$ cat src/shared/uspp_defines.vh
// constants of the serial status port: addresses, fields, codes and timing
`ifndef USPP_DEFINES_VH
`define USPP_DEFINES_VH

// ***************************************************************
// timing
// ***************************************************************
`define USPP_CLK_PERIOD_NS 20
`define USPP_INT_HOLD_NS 1000000
`define USPP_INT_HOLD_CYCLES (`USPP_INT_HOLD_NS / `USPP_CLK_PERIOD_NS)

// ***************************************************************
// slave address and transfer framing
// ***************************************************************
`define USPP_ADDR_HIGH 5'h1A
`define USPP_BITS_PER_BYTE 4'h8
`define USPP_REG_SEL_W 4

// ***************************************************************
// register map
// ***************************************************************
`define USPP_REG_DEVICE_STATUS 4'h0
`define USPP_REG_CONFIG 4'h1
`define USPP_READ_INVALID 8'hFF
`define USPP_CONFIG_RESET 8'h20

// ***************************************************************
// device status fields
// ***************************************************************
`define USPP_ST_COMP 0
`define USPP_ST_STICKY 1
`define USPP_ST_SWITCH 2
`define USPP_ST_LIMIT 3
`define USPP_ST_DONE 4
`define USPP_ST_CODE_LO 5
`define USPP_ST_CODE_HI 7

// ***************************************************************
// configuration fields
// ***************************************************************
`define USPP_CFG_CLOSE_REQ 0
`define USPP_CFG_MANUAL 2

// ***************************************************************
// detected source codes
// ***************************************************************
`define USPP_CODE_DCP 3'h1
`define USPP_CODE_CDP 3'h2

`endif

$ cat src/design/uspp_sync2.v
// two-flop synchroniser for levels entering the system clock domain
`timescale 1ns/1ns
`default_nettype none

module uspp_sync2 #(
    parameter WIDTH = 1
) (
    // clock, reset and enable
    input wire clk_i,
    input wire rst_i,
    input wire ce_i,
    // levels
    input wire [WIDTH-1:0] d_i,
    output wire [WIDTH-1:0] q_o
);

reg [WIDTH-1:0] meta_reg;
reg [WIDTH-1:0] sync_reg;

// the first stage feeds only the second one
always @(posedge clk_i or posedge rst_i)
begin
    if (rst_i)
    begin
        meta_reg <= {WIDTH{1'b0}};
        sync_reg <= {WIDTH{1'b0}};
    end
    else if (ce_i)
    begin
        meta_reg <= d_i;
        sync_reg <= meta_reg;
    end
end

assign q_o = sync_reg;

endmodule // uspp_sync2

`default_nettype wire

$ cat src/design/uspp_int_hold.v
// hold timer for the interrupt line: low until timeout or status read
`timescale 1ns/1ns
`default_nettype none

module uspp_int_hold #(
    parameter HOLD_CYCLES = 50000,
    parameter CNT_W = 16
) (
    // clock, reset, enable and clear
    input wire clk_i,
    input wire rst_i,
    input wire ce_i,
    input wire clear_i,
    // events
    input wire trigger_i,
    input wire status_read_i,
    output wire active_o
);

// the last count is cut to the counter width on purpose
localparam [31:0] LAST_FULL = HOLD_CYCLES - 1;
localparam [CNT_W-1:0] LAST = LAST_FULL[CNT_W-1:0];

reg active_reg;
reg [CNT_W-1:0] count_reg;

always @(posedge clk_i or posedge rst_i)
begin
    if (rst_i)
    begin
        active_reg <= 1'b0;
        count_reg <= {CNT_W{1'b0}};
    end
    else if (ce_i)
    begin
        if (clear_i)
        begin
            active_reg <= 1'b0;
            count_reg <= {CNT_W{1'b0}};
        end
        // a new event restarts the hold and wins over a read
        else if (trigger_i)
        begin
            active_reg <= 1'b1;
            count_reg <= {CNT_W{1'b0}};
        end
        else if (active_reg)
        begin
            if (status_read_i || count_reg == LAST)
                active_reg <= 1'b0;
            count_reg <= count_reg + 1'b1;
        end
    end
end

assign active_o = active_reg;

endmodule // uspp_int_hold

`default_nettype wire

$ cat src/design/uspp_status_port.v
// serial slave port with device status, configuration and interrupt line
`timescale 1ns/1ns
`default_nettype none
`include "uspp_defines.vh"

module uspp_status_port #(
    parameter INT_HOLD_CYCLES = `USPP_INT_HOLD_CYCLES,
    parameter INT_CNT_W = 16,
    parameter DEAD_BATTERY_VARIANT = 1
) (
    // clock, reset, enable
    input wire CLK_SYS_I,
    input wire RESET_I,
    input wire CLK_EN_I,
    // serial bus pins
    input wire SCL_I,
    input wire SDA_I,
    output wire SDA_O,
    output wire SDA_OE_O,
    // interrupt pin, open drain
    output wire INT_N_O,
    output wire INT_N_OE_O,
    // analogue and detector state
    input wire VBUS_ABOVE_UNDERVOLTAGE_LOCKOUT_I,
    input wire VBUS_ABOVE_OVERVOLTAGE_LOCKOUT_I,
    input wire PROTECT_SWITCH_OPEN_I,
    input wire LIMIT_100MA_ACTIVE_I,
    input wire DETECTION_DONE_I,
    input wire [2:0] DETECTED_SOURCE_CODE_I,
    input wire CHARGING_PORT_DISCRIMINATION_ON_I,
    input wire [1:0] ADDR_OTP_I,
    // configuration outputs
    output wire PROTECT_SWITCH_CLOSE_REQUEST_O,
    output wire SWITCH_MANUAL_CONTROL_O,
    output wire LIMIT_100MA_ENABLE_O,
    output wire [7:0] CONFIG_O
);

// ***************************************************************
// states of the transfer engine
// ***************************************************************
localparam [3:0] ST_IDLE = 4'h0;
localparam [3:0] ST_DEV = 4'h1;
localparam [3:0] ST_DEV_ACK = 4'h2;
localparam [3:0] ST_REG = 4'h3;
localparam [3:0] ST_REG_ACK = 4'h4;
localparam [3:0] ST_WDATA = 4'h5;
localparam [3:0] ST_WDATA_ACK = 4'h6;
localparam [3:0] ST_RDATA = 4'h7;
localparam [3:0] ST_RDATA_ACK = 4'h8;

// ***************************************************************
// input synchronisation
// ***************************************************************
localparam SYNC_W = 13;

wire [SYNC_W-1:0] sync_q;
wire scl_s;
wire sda_s;
wire undervoltage_lockout_ok;
wire above_overvoltage_lockout;
wire switch_open;
wire limit_active;
wire det_done;
wire [2:0] det_code;
wire discrim_on;
wire [1:0] addr_otp;

uspp_sync2 #(
    .WIDTH(SYNC_W)
) u_sync (
    .clk_i(CLK_SYS_I),
    .rst_i(RESET_I),
    .ce_i(CLK_EN_I),
    .d_i({SCL_I, SDA_I, VBUS_ABOVE_UNDERVOLTAGE_LOCKOUT_I, VBUS_ABOVE_OVERVOLTAGE_LOCKOUT_I,
          PROTECT_SWITCH_OPEN_I, LIMIT_100MA_ACTIVE_I, DETECTION_DONE_I,
          DETECTED_SOURCE_CODE_I, CHARGING_PORT_DISCRIMINATION_ON_I,
          ADDR_OTP_I}),
    .q_o(sync_q)
);

assign {scl_s, sda_s, undervoltage_lockout_ok, above_overvoltage_lockout, switch_open, limit_active,
        det_done, det_code, discrim_on, addr_otp} = sync_q;

// below lockout status, interrupt hold, transfer state and config are held at default
wire off = ~undervoltage_lockout_ok;

// ***************************************************************
// bus edge and condition detection
// ***************************************************************
reg scl_d_reg;
reg sda_d_reg;

always @(posedge CLK_SYS_I or posedge RESET_I)
begin
    if (RESET_I)
    begin
        scl_d_reg <= 1'b1;
        sda_d_reg <= 1'b1;
    end
    else if (CLK_EN_I)
    begin
        scl_d_reg <= scl_s;
        sda_d_reg <= sda_s;
    end
end

wire scl_rise = scl_s & ~scl_d_reg;
wire scl_fall = ~scl_s & scl_d_reg;
wire start_cond = scl_s & scl_d_reg & sda_d_reg & ~sda_s;
wire stop_cond = scl_s & scl_d_reg & ~sda_d_reg & sda_s;

// ***************************************************************
// device status assembly
// ***************************************************************
reg sticky_reg;
reg [7:0] status_prev_reg;
reg status_read;

wire comp_flag = ~above_overvoltage_lockout;
wire overvoltage_lockout_event = comp_flag == 1'b0 && status_prev_reg[`USPP_ST_COMP];

// a detector unable to tell the two charging ports apart reports DCP
wire [2:0] code_shown =
    (!discrim_on && det_code == `USPP_CODE_CDP) ?
    `USPP_CODE_DCP : det_code;

wire [7:0] status_live = {code_shown, det_done, limit_active,
                          switch_open, sticky_reg, comp_flag};

always @(posedge CLK_SYS_I or posedge RESET_I)
begin
    if (RESET_I)
    begin
        sticky_reg <= 1'b0;
        status_prev_reg <= 8'h00;
    end
    else if (CLK_EN_I)
    begin
        if (off)
        begin
            sticky_reg <= 1'b0;
            status_prev_reg <= 8'h00;
        end
        else
        begin
            // an event in the read cycle is kept
            if (overvoltage_lockout_event)
                sticky_reg <= 1'b1;
            else if (status_read)
                sticky_reg <= 1'b0;
            status_prev_reg <= status_live;
        end
    end
end

// any change of a live field, or a latched event, raises the line
wire status_change = overvoltage_lockout_event |
    (status_live[`USPP_ST_CODE_HI:`USPP_ST_SWITCH] !=
     status_prev_reg[`USPP_ST_CODE_HI:`USPP_ST_SWITCH]) |
    (status_live[`USPP_ST_COMP] != status_prev_reg[`USPP_ST_COMP]);

wire int_active;

uspp_int_hold #(
    .HOLD_CYCLES(INT_HOLD_CYCLES),
    .CNT_W(INT_CNT_W)
) u_int_hold (
    .clk_i(CLK_SYS_I),
    .rst_i(RESET_I),
    .ce_i(CLK_EN_I),
    .clear_i(off),
    .trigger_i(status_change),
    .status_read_i(status_read),
    .active_o(int_active)
);

// ***************************************************************
// configuration register
// ***************************************************************
reg [7:0] config_reg;

// the dead-battery limit is lifted only once close and manual are set
assign PROTECT_SWITCH_CLOSE_REQUEST_O = config_reg[`USPP_CFG_CLOSE_REQ];
assign SWITCH_MANUAL_CONTROL_O = config_reg[`USPP_CFG_MANUAL];
assign LIMIT_100MA_ENABLE_O = (DEAD_BATTERY_VARIANT != 0) &&
    !(config_reg[`USPP_CFG_CLOSE_REQ] &&
      config_reg[`USPP_CFG_MANUAL]);
assign CONFIG_O = config_reg;

// ***************************************************************
// transfer engine
// ***************************************************************
reg [3:0] state_reg;
reg [3:0] bit_cnt_reg;
reg [7:0] rx_shift_reg;
reg [7:0] tx_shift_reg;
reg [`USPP_REG_SEL_W-1:0] reg_sel_reg;
reg rw_reg;
reg master_nack_reg;
reg sda_low_reg;

wire byte_done = bit_cnt_reg == `USPP_BITS_PER_BYTE;
wire [6:0] own_addr = {`USPP_ADDR_HIGH, addr_otp};
wire [`USPP_REG_SEL_W-1:0] sel_in =
    rx_shift_reg[`USPP_REG_SEL_W-1:0];

reg [7:0] read_byte;

always @*
begin
    case (reg_sel_reg)
        `USPP_REG_DEVICE_STATUS: read_byte = status_live;
        `USPP_REG_CONFIG: read_byte = config_reg;
        default: read_byte = `USPP_READ_INVALID;
    endcase
end

always @*
begin
    status_read = CLK_EN_I && !off && scl_fall &&
        state_reg == ST_REG_ACK && rw_reg &&
        reg_sel_reg == `USPP_REG_DEVICE_STATUS;
end

always @(posedge CLK_SYS_I or posedge RESET_I)
begin
    if (RESET_I)
    begin
        state_reg <= ST_IDLE;
        bit_cnt_reg <= 4'h0;
        rx_shift_reg <= 8'h00;
        tx_shift_reg <= 8'hFF;
        reg_sel_reg <= {`USPP_REG_SEL_W{1'b0}};
        rw_reg <= 1'b0;
        master_nack_reg <= 1'b0;
        sda_low_reg <= 1'b0;
        config_reg <= `USPP_CONFIG_RESET;
    end
    else if (CLK_EN_I)
    begin
        if (off)
        begin
            state_reg <= ST_IDLE;
            bit_cnt_reg <= 4'h0;
            sda_low_reg <= 1'b0;
            config_reg <= `USPP_CONFIG_RESET;
        end
        else if (stop_cond)
        begin
            state_reg <= ST_IDLE;
            sda_low_reg <= 1'b0;
        end
        else if (start_cond)
        begin
            state_reg <= ST_DEV;
            bit_cnt_reg <= 4'h0;
            sda_low_reg <= 1'b0;
        end
        else if (scl_rise)
        begin
            case (state_reg)
                ST_DEV, ST_REG, ST_WDATA:
                begin
                    rx_shift_reg <= {rx_shift_reg[6:0], sda_s};
                    bit_cnt_reg <= bit_cnt_reg + 4'h1;
                end
                ST_RDATA:
                    bit_cnt_reg <= bit_cnt_reg + 4'h1;
                ST_RDATA_ACK:
                    master_nack_reg <= sda_s;
                default:
                    bit_cnt_reg <= bit_cnt_reg;
            endcase
        end
        else if (scl_fall)
        begin
            case (state_reg)
                ST_DEV:
                    if (byte_done)
                    begin
                        if (rx_shift_reg[7:1] == own_addr)
                        begin
                            rw_reg <= rx_shift_reg[0];
                            sda_low_reg <= 1'b1;
                            state_reg <= ST_DEV_ACK;
                        end
                        else
                            state_reg <= ST_IDLE;
                    end
                ST_DEV_ACK:
                begin
                    sda_low_reg <= 1'b0;
                    bit_cnt_reg <= 4'h0;
                    state_reg <= ST_REG;
                end
                ST_REG:
                    if (byte_done)
                    begin
                        reg_sel_reg <= sel_in;
                        sda_low_reg <= 1'b1;
                        state_reg <= ST_REG_ACK;
                    end
                ST_REG_ACK:
                begin
                    bit_cnt_reg <= 4'h0;
                    if (rw_reg)
                    begin
                        // first data bit goes out on this same falling edge
                        tx_shift_reg <= read_byte;
                        sda_low_reg <= ~read_byte[7];
                        state_reg <= ST_RDATA;
                    end
                    else
                    begin
                        sda_low_reg <= 1'b0;
                        state_reg <= ST_WDATA;
                    end
                end
                ST_WDATA:
                    if (byte_done)
                    begin
                        if (reg_sel_reg == `USPP_REG_CONFIG)
                            config_reg <= rx_shift_reg;
                        sda_low_reg <= 1'b1;
                        state_reg <= ST_WDATA_ACK;
                    end
                ST_WDATA_ACK:
                begin
                    sda_low_reg <= 1'b0;
                    bit_cnt_reg <= 4'h0;
                    state_reg <= ST_REG;
                end
                ST_RDATA:
                    if (byte_done)
                    begin
                        sda_low_reg <= 1'b0;
                        state_reg <= ST_RDATA_ACK;
                    end
                    else
                    begin
                        tx_shift_reg <= {tx_shift_reg[6:0], 1'b1};
                        sda_low_reg <= ~tx_shift_reg[6];
                    end
                ST_RDATA_ACK:
                begin
                    bit_cnt_reg <= 4'h0;
                    // nack leaves the bus to the master until its stop
                    state_reg <= master_nack_reg ? ST_IDLE : ST_REG;
                end
                default:
                    sda_low_reg <= 1'b0;
            endcase
        end
    end
end

// ***************************************************************
// pin drivers: open drain, floating below lockout
// ***************************************************************
assign SDA_O = 1'b0;
assign SDA_OE_O = sda_low_reg & undervoltage_lockout_ok;
assign INT_N_O = 1'b0;
assign INT_N_OE_O = int_active & undervoltage_lockout_ok;

endmodule // uspp_status_port

`default_nettype wire

$ cat config.mk
export PLATFORM = sky130hd
export DESIGN_NAME = uspp_status_port
export DESIGN_NICKNAME = d
export VERILOG_FILES = /design/src/design/uspp_sync2.v /design/src/design/uspp_int_hold.v /design/src/design/uspp_status_port.v
export VERILOG_INCLUDE_DIRS = /design/src /design/src/shared
export SDC_FILE = /design/constraint.sdc
export NUM_CORES = 1
export LEC_CHECK = 0
export BUFFER_PORTS_ARGS = -buffer_cell sky130_fd_sc_hd__buf_2
export CAP_MARGIN = 20
export CORE_ASPECT_RATIO = 1.1
export CORE_MARGIN = 2
export CORE_UTILIZATION = 55
export CTS_BUF_LIST = sky130_fd_sc_hd__clkbuf_4
export DETAILED_ROUTE_END_ITERATION = 12
export PLACE_DENSITY_LB_ADDON = 0.08
export SLEW_MARGIN = 20
export SYNTH_ARGS = -nofsm -noshare
export SYNTH_HDL_FRONTEND = slang
export SYNTH_SLANG_ARGS = --single-unit
$ cat constraint.sdc
create_clock -name CLK_SYS_I -period 5.7 [get_ports CLK_SYS_I]
set_input_delay 0.57 -clock CLK_SYS_I [delete_from_list [all_inputs] [get_ports CLK_SYS_I]]
set_output_delay 0.57 -clock CLK_SYS_I [all_outputs]
set_load 0.02 [all_outputs]
* After elaboration in Yosys (flattened, before gate mapping)
Index checks and enable logic that the tools add are counted.
** Cells by class
- $add $sub $neg :: 2
- Equality and inequality tests :: 39
- Mux-type cells :: 55
- Bitwise gates (word level) :: 21
- Reduce and logical (&&, ||, !) cells :: 29
** Operators by type and width (number)
- $mux 8 :: 9
- $mux 4 :: 16
- $mux 16 :: 3
- $ne 5x5->1 const B :: 6
- $pmux 4 s7 :: 1
- $ne 4x4->1 const B :: 6
- $reduce_and 8->1 :: 3
- $ne 2x2->1 const B :: 9
- $reduce_and 9->1 :: 2
- $mux 1 :: 17
- $add 16x1->16 const B :: 1
- $eq 16x16->1 const B :: 1
- $eq 4x3->1 const B :: 4
- $pmux 8 s2 :: 1
- $mux 7 :: 2
- $pmux 7 s2 :: 1
- $reduce_and 6->1 :: 2
- $ne 10x10->1 const B :: 1
- $not 1->1 :: 10
- $and 1x1->1 :: 9
- $eq 4x1->1 const B :: 2
- $eq 4x2->1 const B :: 2
- $eq 4x4->1 const B :: 2
- $logic_and 1x1->1 :: 8
- 20 further kinds :: 28
** Word-level totals
- Bits in registers :: 92
- Output and inout port bits :: 15

* Depth between registers and ports, before layout
Gate-level depths: netlist of run 1.
- Word-level depth :: 12
- Gate-level depth with buffers :: 9
- Gate-level depth less buffers :: 8

* Hierarchy
From an unflattened synthesis of run 1, not the netlist that was laid out.
** Second synthesis, totals
- Cell total of the unflattened synthesis :: 421
- Area, all modules :: 4774.6 um2
** Modules (own cells, without submodules)
- uspp_status_port :: instances 1, cells each 267, area each 2770.2 um2, seq. area each 1213.7 um2
- uspp_sync2 :: instances 1, cells each 56, area each 1073.5 um2, seq. area each 650.6 um2
- uspp_int_hold :: instances 1, cells each 98, area each 930.9 um2, seq. area each 425.4 um2

* Worst setup path before layout of run 1
No wires, ideal clock.
- Path kind :: register to register
- Start point :: register scl_d_reg
- End point :: register reg_sel_reg[0]
- Setup time :: 0.125 ns
- Arrival :: 1.931 ns
- Required time :: 5.575 ns
- Path slack :: 3.645 ns
- Cell stages (with the launch flop) :: 6
- Buffers on the path :: 0
- Cells stage by stage :: dfstp_2 > inv_1 > ha_1 > a2111oi_0 > and4b_1 > mux2_2
** On the way
- Word-level cells in the longest chain between the ends :: 5
- Elaborated cells on any way between the ends :: 12
- Those cells by class :: 11 x bitwise; 1 x reduce/logical
** Ends and longest elaborated chain
- from (decl) :: RTL line uspp_status_port.v:91 : reg scl_d_reg;
- from (signal assigned) :: RTL line uspp_status_port.v:103 : scl_d_reg <= scl_s;
- $and 1x1->1 :: RTL line uspp_status_port.v:110, uspp_status_port.v:111
- $and 1x1->1 (on tied branches) (2 in a row) :: RTL line uspp_status_port.v:111, uspp_status_port.v:110
- $not 1->1 (no line)
- $reduce_and 8->1 (no line) (*)
- to (signal assigned) :: RTL line uspp_status_port.v:234 : reg_sel_reg <= {`USPP_REG_SEL_W{1'b0}};
- to (signal assigned) :: RTL line uspp_status_port.v:300 : reg_sel_reg <= sel_in;
- to (decl) :: RTL line uspp_status_port.v:198 : reg [`USPP_REG_SEL_W-1:0] reg_sel_reg;
Every way passes the cells marked *; elsewhere a longest branch is shown, timed or not.
A chain may end at the register's enable or synchronous reset.

* Final worst setup path of run 1
- Start point :: register u_sync.sync_reg[10], in the netlist u_sync.q_o[10]
- End point :: register u_int_hold.count_reg[15]
** On the way
- Word-level cells in the longest chain between the ends :: 2
- Elaborated cells on any way between the ends :: 3
- Those cells by class :: 1 x eq/ne; 1 x mux; 1 x reduce/logical
** Ends and longest elaborated chain
- from (decl) :: RTL line uspp_sync2.v:18 : reg [WIDTH-1:0] sync_reg;
- from (signal assigned) :: RTL line uspp_sync2.v:26 : sync_reg <= {WIDTH{1'b0}};
- from (signal assigned) :: RTL line uspp_sync2.v:31 : sync_reg <= meta_reg;
- $ne 3x2->1 (no line)
- $reduce_and 2->1 (no line)
- to (signal assigned) :: RTL line uspp_int_hold.v:32 : count_reg <= {CNT_W{1'b0}};
- to (signal assigned) :: RTL line uspp_int_hold.v:39 : count_reg <= {CNT_W{1'b0}};
- to (signal assigned) :: RTL line uspp_int_hold.v:45 : count_reg <= {CNT_W{1'b0}};
- to (decl) :: RTL line uspp_int_hold.v:25 : reg [CNT_W-1:0] count_reg;
Several ways; a longest one is shown, not always the timed one.

==> key figures, run 1 <==
Outcome
  – Run status: finished, final reports clean

Timing
  – Clock Skew: 19.5 ps
  – Fmax: 333 MHz
  – Final TNS setup: 0 ps
  – Final Hold Slack: 89.7 ps
  – Slew at the pin with the worst max-slew slack: 920 ps
  – Max_slew headroom: 38.4%
  – Max-slew violations: 0
  – Final period utilization: 52.6%
  – Unrepaired setup endpoints after global routing: no
  – Final setup viols: 0
  – Tmin final: 3000 ps
  – Final Hold Violating Endpoints: 0

Finish
  – Layout net count: 502
  – Design Area, Final: 5040 sq um
  – Fin cells: 594
  – Layout cells sized above 1: 20.7%
  – Ant diodes: 0
  – Sequential cell area: 2290 sq um
  – Flip-flop count of the largest register, all copies and words added: 16
  – Commonest non-fill, non-tap cells in the layout: 81 x dfrtp_1, 56 x nand2_1, 39 x mux2_2, 35 x o21ai_0, 28 x buf_2
  – Commonest non-fill, non-tap cell in the layout: dfrtp_1
  – Multi-input logic area: 2200 sq um
  – Area Overhead vs Synth: 7.36%
  – # fillers: 742

Synth
  – Synth Cell Area: 4690 sq um
  – Top cell type's share of synthesized area: 43.2%
  – Dominant cells by area after synthesis: dfrtp_1 43%, mux2_2 9.4%, dfstp_2 5.6%
  – Flops & latches, synth: 91
  – Synth area leader: dfrtp_1
  – Seq/Total Area, Yosys: 48.8%
  – Post-synth EDFFs: 0
  – Top_reg_cell synth: dfrtp_1
  – Ys async rst share: 100%
  – Syn Area/Cell: 10.2 sq um
  – Post-Synthesis Cells: 460
  – Yosys warns: 0
  – Count of cell types in the netlist: 56

Clock network
  – CTS max path bufs: 2
  – Htree depth: 3
  – Post_cts resized: 0
  – Worst-Skew Late Latency: 450 ps
  – Root Driver: clkbuf_4
  – Clock slew at reported path FFs: 150 ps
  – CTS buffer count: 9
  – TritonCTS clock tree: yes
  – Post-cts hold buffer count: 0
  – Clock Sinks: 91
  – Post-CTS setup buffers: 0

GRT
  – Vias in the first global route: 3407
  – Antenna violations before repair: 0
  – Pin count of the biggest net entering global routing: 67
  – GRT Residual Overflow: 0
  – First-pass GRT wire length: 17000 um
  – Overall routing resource usage: 23.1%

Floorplan
  – Initial Util: 56.4%
  – Core area: 8320 sq um
  – Die Wd: 92.1 um
  – Io pins: 31
  – Die Y: 101 um
  – Die area: 9290 sq um
  – # rows: 35

Worst setup path
  – WP data required: 6070 ps
  – CP Capture Type: flop
  – R2R depth: 5
  – Critical path arrival: 3370 ps
  – CP Class: reg -> reg
  – Startpoint Class: flop
  – Worst-path fanout max: 24

Power and ir drop
  – PD cells: 299 nW/um^2
  – Peak supply drop: 0.000188 V
  – Leakage Power: 0.00221 uW
  – Sw frac: 32.2%
  – P_sw: 485 uW
  – Sequential power share: 52.8%
  – P_int: 1020 uW
  – Logic pwr share: 19.2%
  – Clk pwr share: 28.0%
  – Post-layout power: 1500 uW

Route
  – DRT iter0 DRCs: 195
  – WL met3: 385 um
  – DRT antenna net count: 0
  – Via/cell ratio: 5.79
  – WL/cell: 16.6 um
  – First-pass DRT Iterations: 4
  – Met2 wire length: 4760 um
  – Max Used Layer: met4
  – Routed WL: 9890 um
  – Number of remaining DRC errors: 0
  – Via count: 3440
  – Post-Route M1 WL: 4530 um

Placement
  – Port Buf Inserts: 28
  – Placed cell area: 4870 sq um
  – HPWL after DPL: 6920 um
  – Final Wtd Congestion: 0.892
  – DP Cell Count: 578

Job
  – Max Cap Viol: 0

Hold path
  – Type of the tightest min-delay check: in -> async
cell type report:
cell class,count,share of cell area [%]
clock buffer,10,1.49
inverter,22,1.66
multi-input combinational,324,43.7
sequential,91,45.5
timing repair buffer,30,3.08
clock inverter,6,1.86
tap,111,2.76
metrics by stage:
stage | utilization, % | worst slack, ps
after global placement | 58.5 | 2770
after CTS | 60.5 | 2780
final | 60.5 | 2700
after detailed placement | 58.5 | 2720
after global routing | 60.5 | 2470
after floorplan | - | 2780
layer usage:
layer,track usage [%],vias up
li1,-,1674
met2,37.3,77
met3,3.52,20
met4,7.69,0
met1,32.2,1669
met5,0,-
cells by family (layout without fill, tap and decap cells):
| kind of cell | count (synthesis) | after routing | share of synthesized area [%] |
|---|---|---|---|
| compound gates | 89 | 89 | 12.2 |
| buf+inv | 46 | 68 | 4.37 |
| other cells | 1 | 2 | 0.0799 |
| simple gates | 155 | 155 | 16.8 |
| flops | 91 | 91 | 48.8 |
| fa+ha+maj | 8 | 8 | 2.13 |
| xor+xnor | 15 | 15 | 2.80 |
| mux | 55 | 55 | 12.8 |
worst paths after layout:
path                                 startpoint                        to  slack, ps
max                              u_sync.q_o[10]  u_int_hold.count_reg[15]       2700
min reg2reg                     tx_shift_reg[2]           tx_shift_reg[2]        490
max reg2reg                      u_sync.q_o[10]  u_int_hold.count_reg[15]       2700
max in group asynchronous               RESET_I           rx_shift_reg[5]       4450
min in group CLK_SYS_I     LIMIT_100MA_ACTIVE_I        u_sync.meta_reg[7]        340
min                                     RESET_I        u_sync.meta_reg[4]         90
synth_stat cells, types with 3 or more instances:
cell type / number
buf_4: 4
and4_1: 4
a21oi_1: 14
xor2_1: 8
inv_1: 21
nand3_1: 12
nand2_1: 56
or4_1: 3
xnor2_1: 7
and2_1: 7
nand3b_1: 3
dfstp_2: 10
and3_1: 5
nor4_1: 3
a21o_1: 3
or3_1: 5
a31oi_1: 3
ha_1: 8
o31ai_1: 5
nor2_1: 21
o2bb2ai_1: 9
nor2b_1: 4
dfrtp_1: 81
nand4_1: 8
nor3_1: 9
mux2_2: 39
clkbuf_1: 14
o21ai_0: 35
mux2i_1: 16
nand2b_1: 4
power by group through the flow:
| stage | clock network [uW] | registers, uW | logic [uW] |
|---|---|---|---|
| 5_1_grt | 459 | 808 | 329 |
| 3_5_place_dp | 0 | 807 | 287 |
| 6_report | 422 | 795 | 288 |
| 2_1_floorplan | 0 | 772 | 241 |
| 4_1_cts | 430 | 795 | 289 |
| 3_3_place_gp | 0 | 804 | 282 |
worst max-delay path, stage by stage, from the launching register on:
cell	delay [ps]
dfrtp_1	920
clkinv_1	510
nor4b_1	710
a21o_1	430
o31a_1	190
a2bb2oi_1	170
Power figures use the tool's default switching activity.
==> inputs of run 2 (changes only) <==
==> constraint.sdc (replaced) <==
create_clock -name CLK_SYS_I -period 2.5 [get_ports CLK_SYS_I]
set_input_delay 0.25 -clock CLK_SYS_I [delete_from_list [all_inputs] [get_ports CLK_SYS_I]]
set_output_delay 0.25 -clock CLK_SYS_I [all_outputs]
set_load 0.02 [all_outputs]
==> key figures, run 2 (same netlist as run 1, synthesis figures left out) <==
Finish
  – Multi-input logic area: 2200 sq um (unchanged)
  – Final core occ: 62.7% (+2.2 points)
  – Layout cells sized above 1: 22.3% (+1.6 points)
  – Commonest non-fill, non-tap cells in the layout: 81 x dfrtp_1, 56 x nand2_1, 39 x mux2_2, 35 x o21ai_0, 28 x buf_2
  – Area Overhead vs Synth: 11.3%
  – Sequential cell area: 2290 sq um (unchanged)
  – Commonest non-fill, non-tap cell in the layout: dfrtp_1
  – Layout net count: 525 (+4.6%)
  – # fillers: 737 (-0.67%)
  – Flip-flop count of the largest register, all copies and words added: 16 (unchanged)

Floorplan
  – Die Y: 101 um (unchanged)
  – Core area: 8320 sq um (unchanged)
  – Die Wd: 92.1 um (unchanged)
  – Io pins: 31 (unchanged)
  – Initial Util: 56.4% (unchanged)
  – # rows: 35 (unchanged)
  – Die area: 9290 sq um (unchanged)

GRT
  – GR Util met3: 3.74% (+0.22 points)
  – GRT Residual Overflow: 0 (unchanged)
  – Overall routing resource usage: 23.3% (+0.27 points)
  – Busiest layer in global routing: met2
  – First-pass GRT wire length: 17000 um (+0.28%)
  – Pin count of the biggest net entering global routing: 41 (-39%)
  – GR Util met2: 38.6% (+1.3 points)
  – M1 GR Usage: 31.3% (-0.85 points)
  – Antenna violations before repair: 1 (+1)
  – Vias in the first global route: 3488 (+2.4%)

Timing
  – Fmax: 440 MHz (+32%)
  – Tmin final: 2270 ps (-728 ps)
  – Final TNS setup: 0 ps (unchanged)
  – Max-slew violations: 0 (unchanged)
  – Max_slew headroom: 39.5% (+1.1 points)
  – Final Hold Violating Endpoints: 0 (unchanged)
  – Final setup viols: 0 (unchanged)
  – Clock Skew: 25.5 ps (+5.96 ps)
  – Unrepaired setup endpoints after global routing: no
  – Slew at the pin with the worst max-slew slack: 903 ps (-16.8 ps)
  – Final period utilization: 90.8% (+38 points)

Power and ir drop
  – Sw frac: 34.7% (+2.5 points)
  – Peak supply drop: 0.000302 V (+61%)
  – Leakage Power: 0.00230 uW (+4.2%)
  – Sequential power share: 54.2% (+1.4 points)
  – Clk pwr share: 24.2% (-3.8 points)
  – P_int: 2160 uW (+110%)
  – Post-layout power: 3300 uW (+120%)
  – Logic pwr share: 21.6% (+2.4 points)
  – P_sw: 1150 uW (+140%)
  – PD cells: 633 nW/um^2 (+110%)

Clock network
  – Clock Sinks: 91 (unchanged)
  – TritonCTS clock tree: yes
  – CTS max path bufs: 2 (unchanged)
  – CTS buffer count: 9 (unchanged)
  – Worst-Skew Late Latency: 460 ps (about the same)
  – Root Driver: clkbuf_4
  – Htree depth: 3 (unchanged)
  – Clock slew at reported path FFs: 160 ps (about the same)

Route
  – First-pass DRT Iterations: 5 (+1)
  – Routed WL: 10100 um (+1.7%)
  – Number of remaining DRC errors: 0 (unchanged)
  – Via/cell ratio: 5.74 (-0.81%)
  – Via count: 3550 (+3.2%)
  – DRT antenna net count: 0 (unchanged)
  – DRT iter0 DRCs: 149 (-24%)
  – WL/cell: 16.3 um (-2.3%)

Outcome
  – Run status: finished, final reports clean

Worst setup path
  – Biggest cell delay along the critical path: 550 ps (-370 ps)
  – Worst-path fanout max: 13 (-46%)
  – WP data required: 2890 ps (-3180 ps)
  – CP Capture Type: flop
  – Startpoint Class: flop
  – Crit path buf inv count: 0 (-1)
  – Critical path arrival: 2660 ps (-710 ps)
  – Kind of cell adding the most delay to the critical path: compound AO/OA/AOI/OAI gates
  – CP Class: reg -> reg
  – Crit-path cells: nor2_1 > o21ai_0 > a311o_1 > a21o_1 > or4_1 > a21oi_1
  – Critical path's slowest cell: or4_1

Hold path
  – Type of the tightest min-delay check: in -> reg

Placement
  – Port Buf Inserts: 28 (unchanged)
  – Final Wtd Congestion: 0.890 (-0.25%)
  – HPWL after DPL: 7020 um (+1.4%)

Job
  – Max Cap Viol: 0 (unchanged)
-- run 2: metrics by stage --
step                      hold slack (ps)  worst slack (ps)  cell area [sq um]  std cells
after global placement                433               280               4970        590
after CTS                            5.48               212               5210        616
after detailed placement              437               252               4970        590
after global routing                 3.65              44.5               5220        618
final                                20.5               229               5220        618
after floorplan                       402               445               4700        461
-- run 2: per-layer routing --
layer,share of wire (%),up-vias
met5,0,-
met3,3.9,17
met4,1.8,0
met2,48,83
li1,-,1718
met1,46,1732
-- run 2: area by class of cell --
type / count / area share (%)
repair buffers: 53 / 7.00
well taps: 111 / 2.66
clock inverters: 7 / 1.32
clock buffers: 9 / 1.29
flip-flops and latches: 91 / 43.9
multi-input cells: 324 / 42.2
diodes: 1 / 0.0479
inverters: 22 / 1.65
-- run 2: worst reg2reg max path, cell delays in order (launching register included) --
cell and delay [ps]:
dfrtp_1 470, nor2_1 140, o21ai_0 100, a311o_1 470, a21o_1 330, or4_1 550, a21oi_1 160
-- run 2: worst paths after layout --
kind | startpoint | to | slack, ps | cells after the start
max | u_sync.q_o[5] | u_int_hold.count_reg[14] | 230 | 6
min | SDA_I | u_sync.meta_reg[11] | 20 | 2
max reg2reg | u_sync.q_o[5] | u_int_hold.count_reg[14] | 230 | 6
min reg2reg | tx_shift_reg[5] | tx_shift_reg[5] | 490 | 2
max in group asynchronous | RESET_I | tx_shift_reg[0] | 1270 | 4
min in group asynchronous | RESET_I | u_int_hold.count_reg[0] | 470 | 3
-- run 2: power groups by stage --
stage,clock (uW),combinational (uW),sequential (uW)
2_1_floorplan,0,550,1760
3_3_place_gp,0,676,1810
3_5_place_dp,0,691,1820
4_1_cts,818,710,1790
5_1_grt,875,806,1820
6_report,800,712,1790
-- run 2: what timing repair did --
| action | CTS | global route |
|---|---|---|
| hold buffers | 10 | 0 |
| endpoints found under the setup margin | 0 | 1 |
| endpoints found under the hold margin | 42 | 0 |
| resized for setup | 0 | 0 |
| buffers inserted | 0 | 1 |
